**src/iwsh_regs.vh**
```
`ifndef IWSH_REGS_VH
`define IWSH_REGS_VH
// System clock rate in kHz and bus clock rate in kHz
`define IWSH_CLK_KHZ    200000
`define IWSH_SCL_KHZ    100
// Quarter of a bus clock period in system cycles
`define IWSH_QUARTER    (`IWSH_CLK_KHZ / (`IWSH_SCL_KHZ * 4))
// Seven-bit device address, shared upper bits of the CC and CD bytes
`define IWSH_DEV_ADDR   7'h66
`define IWSH_DIR_WRITE  1'h0
`define IWSH_DIR_READ   1'h1
// Memory option field, carried in base address bits 15:14
`define IWSH_OPT_ROM    2'h1
`define IWSH_OPT_RAM    2'h2
`define IWSH_OPT_BOTH   2'h3
`define IWSH_OPT_MSB    15
`define IWSH_OPT_LSB    14
// Kind of the byte currently on the bus
`define IWSH_K_DEV      3'h0
`define IWSH_K_AHI      3'h1
`define IWSH_K_ALO      3'h2
`define IWSH_K_DHI      3'h3
`define IWSH_K_DLO      3'h4
`endif
```
**src/iwsh_master.v**
```verilog
`timescale 1ns/1ps
// Functional notes
// - Start: data falls while clock high; host makes it to open a frame.
// - Stop: data rises while clock high; host makes it to close a frame.
// - Host sends the seven-bit device address right after start.
// - Direction bit after the address: high reads, low writes.
// - Frame carries a 16-bit base address and 16-bit data words.
// - Write: address upper, lower, then words upper byte first, then stop.
// - Option field: 01 ROM, 10 RAM, 11 both.
// - Host selects only the RAM target.
// - Read begins with an address-only write ended by stop.
// - Host acknowledges each received byte but the last to keep the device sending.
// - Host ends a read with not-acknowledge then stop; device releases data.
// - One bit per clock cycle; data stable and sampled while clock high.
`include "iwsh_regs.vh"

module iwsh_master #(
    parameter QUARTER = `IWSH_QUARTER
) (
    input  wire        clk_sys,
    input  wire        arst_n,
    input  wire        cmdValid,
    input  wire        cmdRead,
    input  wire [15:0] cmdAddr,
    input  wire [7:0]  cmdWords,
    output wire        cmdReady,
    input  wire [15:0] wrData,
    output wire        wrTake,
    output reg  [15:0] rdData_reg,
    output reg         rdValid_reg,
    output reg         done_reg,
    output reg         ackError_reg,
    output wire        busy,
    input  wire        sclIn,
    output wire        sclOut,
    output reg         sclOen_n_reg,
    input  wire        sdaIn,
    output wire        sdaOut,
    output reg         sdaOen_n_reg
);
    localparam S_IDLE  = 5'h01;
    localparam S_START = 5'h02;
    localparam S_BYTE  = 5'h04;
    localparam S_STOP  = 5'h08;
    localparam S_GAP   = 5'h10;

    reg  [1:0]  rstSync_reg;
    reg  [1:0]  sclSync_reg;
    reg  [1:0]  sdaSync_reg;
    reg  [4:0]  state_reg;
    reg  [9:0]  qCnt_reg;
    reg  [1:0]  phase_reg;
    reg  [3:0]  bitCnt_reg;
    reg  [2:0]  kind_reg;
    reg  [7:0]  tx_reg;
    reg  [7:0]  rx_reg;
    reg         ackBit_reg;
    reg         readCmd_reg;
    reg         readPhase_reg;
    reg         readPend_reg;
    reg  [15:0] addr_reg;
    reg  [15:0] word_reg;
    reg  [7:0]  words_reg;
    reg         sclLow_next;
    reg         sdaLow_next;
    wire        rstN;
    wire        sclHigh;
    wire        sdaHigh;
    wire        stall;
    wire        tick;
    wire        rxMode;
    wire        nackNow;
    wire        byteEnd;
    wire        lastTick;

    // Reset release is synchronised so every flop past the synchroniser leaves reset on the same edge
    always @(posedge clk_sys or negedge arst_n)
    begin
        if (!arst_n)
            rstSync_reg <= 2'h0;
        else
            rstSync_reg <= {rstSync_reg[0], 1'h1};
    end
    assign rstN = rstSync_reg[1];

    // Bus pins come from outside; two flops before any use
    always @(posedge clk_sys or negedge rstN)
    begin
        if (!rstN)
        begin
            sclSync_reg <= 2'h3;
            sdaSync_reg <= 2'h3;
        end
        else
        begin
            sclSync_reg <= {sclSync_reg[0], sclIn};
            sdaSync_reg <= {sdaSync_reg[0], sdaIn};
        end
    end
    assign sclHigh = sclSync_reg[1];
    assign sdaHigh = sdaSync_reg[1];

    // Open-drain lines only ever pull low; the pad resolves the level
    assign sclOut   = 1'h0;
    assign sdaOut   = 1'h0;
    assign cmdReady = (state_reg == S_IDLE);
    assign busy     = (state_reg != S_IDLE);

    // A released clock held low by the far end stretches the low phase
    assign stall    = sclOen_n_reg & ~sclHigh;
    assign tick     = (qCnt_reg == QUARTER - 1) & ~stall;
    assign lastTick = tick & (phase_reg == 2'h3);
    assign rxMode   = readPhase_reg & ((kind_reg == `IWSH_K_DHI) | (kind_reg == `IWSH_K_DLO));
    assign nackNow  = (kind_reg == `IWSH_K_DLO) & (words_reg == 8'h01);
    assign byteEnd  = (state_reg == S_BYTE) & lastTick & (bitCnt_reg == 4'h8);
    // Next word is fetched as the upper data byte of a write is loaded
    assign wrTake   = byteEnd & ~rxMode & ~ackBit_reg & ~readCmd_reg &
                      (((kind_reg == `IWSH_K_ALO) & (words_reg != 8'h00)) |
                       ((kind_reg == `IWSH_K_DLO) & (words_reg != 8'h01)));

    // Line drive per state and quarter phase; clock low in phases 0 and 1 of byte and stop states
    always @*
    begin
        sclLow_next = 1'h0;
        sdaLow_next = 1'h0;
        case (state_reg)
            S_IDLE:
                sdaLow_next = 1'h0;
            S_START:
                sdaLow_next = phase_reg[1];
            S_BYTE:
            begin
                sclLow_next = ~phase_reg[1];
                // Data holds through the quarter in which the clock falls, so it never moves on that edge
                if (phase_reg == 2'h0)
                    sdaLow_next = ~sdaOen_n_reg;
                else if (bitCnt_reg == 4'h8)
                    sdaLow_next = rxMode & ~nackNow;
                else
                    sdaLow_next = ~rxMode & ~tx_reg[7];
            end
            S_STOP:
            begin
                sclLow_next = ~phase_reg[1];
                // Hold first, so a falling clock never meets a falling data line as a false start
                sdaLow_next = (phase_reg == 2'h0) ? ~sdaOen_n_reg : (phase_reg != 2'h3);
            end
            S_GAP:
                sdaLow_next = 1'h0;
            default:
            begin
                sclLow_next = 1'h0;
                sdaLow_next = 1'h0;
            end
        endcase
    end

    // Sequencer: quarter timing, bit shifting and frame order
    always @(posedge clk_sys or negedge rstN)
    begin
        if (!rstN)
        begin
            state_reg     <= S_IDLE;
            qCnt_reg      <= 10'h000;
            phase_reg     <= 2'h0;
            bitCnt_reg    <= 4'h0;
            kind_reg      <= `IWSH_K_DEV;
            tx_reg        <= 8'hFF;
            rx_reg        <= 8'h00;
            ackBit_reg    <= 1'h0;
            readCmd_reg   <= 1'h0;
            readPhase_reg <= 1'h0;
            readPend_reg  <= 1'h0;
            addr_reg      <= 16'h0000;
            word_reg      <= 16'h0000;
            words_reg     <= 8'h00;
            rdData_reg    <= 16'h0000;
            rdValid_reg   <= 1'h0;
            done_reg      <= 1'h0;
            ackError_reg  <= 1'h0;
            sclOen_n_reg  <= 1'h1;
            sdaOen_n_reg  <= 1'h1;
        end
        else
        begin
            sclOen_n_reg <= ~sclLow_next;
            sdaOen_n_reg <= ~sdaLow_next;
            rdValid_reg  <= 1'h0;
            done_reg     <= 1'h0;
            if (state_reg != S_IDLE)
            begin
                if (tick)
                begin
                    qCnt_reg  <= 10'h000;
                    phase_reg <= phase_reg + 2'h1;
                end
                else if (!stall)
                    qCnt_reg <= qCnt_reg + 10'h001;
            end
            // Sample in the middle of the high clock phase
            if ((state_reg == S_BYTE) && tick && (phase_reg == 2'h2))
            begin
                if (bitCnt_reg == 4'h8)
                    ackBit_reg <= sdaHigh;
                else
                    rx_reg <= {rx_reg[6:0], sdaHigh};
            end
            if ((state_reg == S_BYTE) && lastTick && (bitCnt_reg != 4'h8))
            begin
                bitCnt_reg <= bitCnt_reg + 4'h1;
                tx_reg     <= {tx_reg[6:0], 1'h1};
            end
            case (state_reg)
                S_IDLE:
                    if (cmdValid)
                    begin
                        state_reg     <= S_START;
                        qCnt_reg      <= 10'h000;
                        phase_reg     <= 2'h0;
                        readCmd_reg   <= cmdRead;
                        readPhase_reg <= 1'h0;
                        readPend_reg  <= 1'h0;
                        ackError_reg  <= 1'h0;
                        // Option field forced to RAM; ROM is too slow
                        addr_reg      <= {`IWSH_OPT_RAM, cmdAddr[`IWSH_OPT_LSB-1:0]};
                        words_reg     <= cmdWords;
                        kind_reg      <= `IWSH_K_DEV;
                        tx_reg        <= {`IWSH_DEV_ADDR, `IWSH_DIR_WRITE};
                    end
                S_START:
                    if (lastTick)
                    begin
                        state_reg  <= S_BYTE;
                        bitCnt_reg <= 4'h0;
                    end
                S_BYTE:
                    if (byteEnd)
                    begin
                        bitCnt_reg <= 4'h0;
                        if (!rxMode && ackBit_reg)
                        begin
                            // Missing acknowledge aborts the frame with a stop
                            ackError_reg <= 1'h1;
                            readPend_reg <= 1'h0;
                            state_reg    <= S_STOP;
                        end
                        else
                        begin
                            case (kind_reg)
                                `IWSH_K_DEV:
                                    if (readPhase_reg)
                                        kind_reg <= `IWSH_K_DHI;
                                    else
                                    begin
                                        kind_reg <= `IWSH_K_AHI;
                                        tx_reg   <= addr_reg[15:8];
                                    end
                                `IWSH_K_AHI:
                                begin
                                    kind_reg <= `IWSH_K_ALO;
                                    tx_reg   <= addr_reg[7:0];
                                end
                                `IWSH_K_ALO:
                                    if (readCmd_reg || (words_reg == 8'h00))
                                    begin
                                        state_reg    <= S_STOP;
                                        readPend_reg <= readCmd_reg & (words_reg != 8'h00);
                                    end
                                    else
                                    begin
                                        kind_reg <= `IWSH_K_DHI;
                                        tx_reg   <= wrData[15:8];
                                        word_reg <= wrData;
                                    end
                                `IWSH_K_DHI:
                                begin
                                    kind_reg <= `IWSH_K_DLO;
                                    if (rxMode)
                                        rdData_reg[15:8] <= rx_reg;
                                    else
                                        tx_reg <= word_reg[7:0];
                                end
                                default:
                                begin
                                    // Device steps its word address; host only counts
                                    words_reg <= words_reg - 8'h01;
                                    if (rxMode)
                                    begin
                                        rdData_reg[7:0] <= rx_reg;
                                        rdValid_reg     <= 1'h1;
                                    end
                                    if (words_reg == 8'h01)
                                        state_reg <= S_STOP;
                                    else
                                    begin
                                        kind_reg <= `IWSH_K_DHI;
                                        if (!rxMode)
                                        begin
                                            tx_reg   <= wrData[15:8];
                                            word_reg <= wrData;
                                        end
                                    end
                                end
                            endcase
                        end
                    end
                S_STOP:
                    if (lastTick)
                        state_reg <= S_GAP;
                S_GAP:
                    // Bus free time before any new start
                    if (lastTick)
                    begin
                        if (readPend_reg)
                        begin
                            readPend_reg  <= 1'h0;
                            readPhase_reg <= 1'h1;
                            state_reg     <= S_START;
                            kind_reg      <= `IWSH_K_DEV;
                            tx_reg        <= {`IWSH_DEV_ADDR, `IWSH_DIR_READ};
                        end
                        else
                        begin
                            state_reg <= S_IDLE;
                            done_reg  <= 1'h1;
                        end
                    end
                default:
                    state_reg <= S_IDLE;
            endcase
        end
    end

endmodule // iwsh_master

```
**config.mk**
```make
export PLATFORM = sky130hd
export DESIGN_NAME = iwsh_master
export DESIGN_NICKNAME = d
export VERILOG_FILES = /design/src/iwsh_master.v
export VERILOG_INCLUDE_DIRS = /design/src
export SDC_FILE = /design/constraint.sdc
export NUM_CORES = 1
export LEC_CHECK = 0
export ABC_AREA = 1
export BUFFER_PORTS_ARGS = -buffer_cell sky130_fd_sc_hd__clkbuf_2
export CAP_MARGIN = 20
export CORE_ASPECT_RATIO = 1.1
export CORE_UTILIZATION = 58
export DETAILED_ROUTE_END_ITERATION = 6
export PLACE_DENSITY = 0.89
export SYNTH_ARGS = -nofsm -noshare
export SYNTH_HDL_FRONTEND = slang
export SYNTH_SLANG_ARGS = --single-unit
```
**constraint.sdc**
```tcl
create_clock -name clk_sys -period 4.27 [get_ports clk_sys]
set_input_delay 0.6405 -clock clk_sys [delete_from_list [all_inputs] [get_ports clk_sys]]
set_output_delay 0.6405 -clock clk_sys [all_outputs]
set_load 0.01 [all_outputs]
```
==> summary.md <==
| Metric | Value |
|---|---|
| Total iterations of the first detailed-routing run | `6` |
| Register area share after synthesis | `0.458` |
| Setup bufs post-CTS | `0` |
| XOR/XNOR share of the synthesized area | `0.0172` |
| IO buf count | `67` |
| Clock Latency Late Sink | `0.37 ns` |
| Worst reg2reg path startpoint | `state_reg[1]$_DFFE_PN0P_` |
| Top cell type by total area after synthesis | `dfrtp_1` |
| Clock root buffer | `clkbuf_8` |
| RSZ-0062 raised after global routing | `false` |
| Total track usage | `0.293` |
| H-Tree Depth | `3` |
| Fin Setup TNS | `0 ns` |
| Pins over their slew limit | `0` |
| CP max FO | `27` |
| Hold Path Class | `input port to asynchronous set/reset pin` |
| Die height | `105 µm` |
| IO Pins | `72` |
| Starting Density | `0.597` |
| Max incr delay on CP | `0.53 ns` |
| Vias per cell | `5.72` |
| Number of vias in the routed layout | `5,295` |
| # DRC | `0` |
| Outcome | `completed` |
| Pwr Density | `567 mW/mm²` |
| Gpl congestion | `0.916` |
| Compound-Gate Fraction of Synth Area | `0.109` |
| Vias in the first global route | `5,154` |
| Max reg flops | `16` |
| Die area | `0.0101 mm²` |
| Largest net degree at the start of global routing | `78` |
| Max IR drop VDD | `352 µV` |
| PostCTS Resize Cnt | `0` |
| Post-synth EDFFs | `0` |
| Endpoints failing hold | `0` |
| Num CTS Buffers | `9` |
| Largest cells by area after synthesis | `dfrtp_1 (39%), nand2_1 (16%), dfstp_2 (7.0%)` |
| Mean post-synth cell area | `7.56 µm²` |
| Core ar. | `0.00940 mm²` |
| CP max-delay cell | `nor2_4` |
| Synthesis Warnings | `0` |
| Synth top area share | `0.388` |
| Synth Area in Simple Gates | `0.319` |
| Mapped Cells | `743` |
| Crit path launch type | `register` |
| Leak pwr | `3.14 nW` |
| Reg area | `0.00257 mm²` |
| Max Cap Viol | `0` |
| FF-to-FF End | `word_reg[4]$_DFFE_PN0P_` |
| Detailed Route Iter0 Violations | `602` |
| CP Capture Type | `output port` |
| Largest family of logic cells by synthesized area | `simple AND/OR/NAND/NOR gates` |
| Critical Path AT | `2.93 ns` |
| Mux cell area share after synthesis | `0.00201` |
| Worst EP required | `3.63 ns` |
| Reg2Reg Depth | `12` |
| Final period util | `0.836` |
| Antenna violations before repair | `0` |
| List of most frequent post-synthesis cells | `nand2_1 (235), dfrtp_1 (87), inv_1 (77)` |
| Slew @ Worst Pin | `0.951 ns` |
| DP HPWL | `9620 µm` |
| CTS Hold Buffers Added | `0` |
| Post-synth top flop | `dfrtp_1` |
| Number of routed nets with antenna violations | `0` |
| Yosys reg bits | `102` |
| Final net count | `858` |
| Reg-to-reg setup timing slack | `1.19 ns` |
| CTS Sinks | `102` |
| Die X | `95.8 µm` |
| CP cell instances | `nor2_1 > nand2_1 > nor2_4 > inv_2 > nor2_2 > nand2_2 > nor3_1 > clkbuf_2` |
| Fraction of layout cells with a size suffix above 1 | `0.164` |
| CP Class | `register to output port` |
| Detailed Route WL | `13,400 µm` |
| DR WL/cell | `14.4 µm` |
| Ys async rst share | `1.00` |
| Fmax | `280 MHz` |
| CTS tree | `yes` |
| Worst-path clk slew | `0.10 ns` |
| Clock skew | `0.0114 ns` |
| First-pass GRT wire length | `23,200 µm` |
| Synthesized area | `0.00561 mm²` |
| Multi-input gate area in the final layout | `0.00262 mm²` |
| Pwr Total | `3.54 mW` |
| Max_slew headroom | `0.366` |
| Synth unique cells | `45` |
| Final setup vio count | `0` |
| FP Rows | `37` |
| Grt ovf | `0` |
| # diodes | `0` |
| P&R area growth vs syn | `11.3%` |
| Count leader, synth | `nand2_1` |
| Post-Synth Adder-Cell Area | `0.0178` |
| Min Tclk post-route | `3.57 ns` |
| Fillers | `764` |
| Clock Tree Buf Depth | `2` |
-- layout make-up --
class	count	area share
multi-input combinational	538	0.419
clock inverter	6	0.0188
sequential	102	0.412
tap	117	0.0234
timing repair buffer	68	0.0548
clock buffer	10	0.0204
inverter	85	0.0514
-- cells by family after synthesis --
family / count (synthesis)
AOI/OAI and AO/OA: 112
xor gates and xnor gates: 11
adders and majority gates: 8
buffers and inverters: 104
DFF: 102
muxes: 1
other: 2
and+or+nand+nor: 403
-- report_power, final --
part	switching (mW)	internal (mW)	total [mW]
clock	0.346	0.396	0.742
combinational	0.995	0.453	1.45
sequential	0.174	1.18	1.35
-- placed cells by master, fill, tap and decap left out, types with 5 or more instances in the layout --
master,netlist,layout
nor3_1,23,23
clkbuf_2,0,67
o21ai_0,66,66
clkbuf_8,0,9
ha_1,8,8
dfrtp_1,87,86
nand2_2,7,7
inv_1,77,77
nand2_1,235,235
nand4_1,7,7
xor2_1,9,9
a21oi_1,25,25
nor2_1,46,46
nand3b_1,6,6
inv_2,6,6
nor2_2,5,5
nand3_1,59,59
o21ai_1,7,7
dfstp_2,15,15
-- metrics by stage --
stage / util / hold WS, ns / cell area (µm²) / setup WS [ns] / cells
after global routing: 0.665 / 0.0331 / 6250 / 0.555 / 926
after detailed placement: 0.639 / 0.351 / 6010 / 1.14 / 910
after floorplan: - / 0.331 / 5620 / 1.24 / 744
after CTS: 0.665 / 0.0365 / 6250 / 0.725 / 926
final: 0.665 / 0.0436 / 6250 / 0.700 / 926
after global placement: 0.639 / 0.339 / 6010 / 1.29 / 910
-- worst max-delay path by stage --
stage               depth (start not counted)                     end  slack (ns)                      from
floorplan                                   0  ackBit_reg$_DFFE_PN0P_        1.24  rstSync_reg[1]$_DFF_PN0_
global placement                            8                  wrTake        1.29  state_reg[1]$_DFFE_PN0P_
detailed placement                          8                  wrTake        1.14  state_reg[1]$_DFFE_PN0P_
CTS                                         8                  wrTake        0.73  state_reg[1]$_DFFE_PN0P_
global route                                8                  wrTake        0.55  state_reg[1]$_DFFE_PN0P_
finish                                      8                  wrTake        0.70  state_reg[1]$_DFFE_PN0P_
-- metal layers --
layer,vias up,global-route usage,wire (µm)
met5,-,0,0
met4,0,0.158,433
met3,43,0.0451,912
met2,242,0.469,6560
met1,2490,0.379,5470
li1,2520,-,-
-- critical path: cells and delay by family, from the launching register on --
family / cells / cell delay, ns
flops: 1 / 0.41
buf+inv: 2 / 0.57
simple gates: 6 / 1.57
No activity file was read; power rests on OpenSTA's default activity.
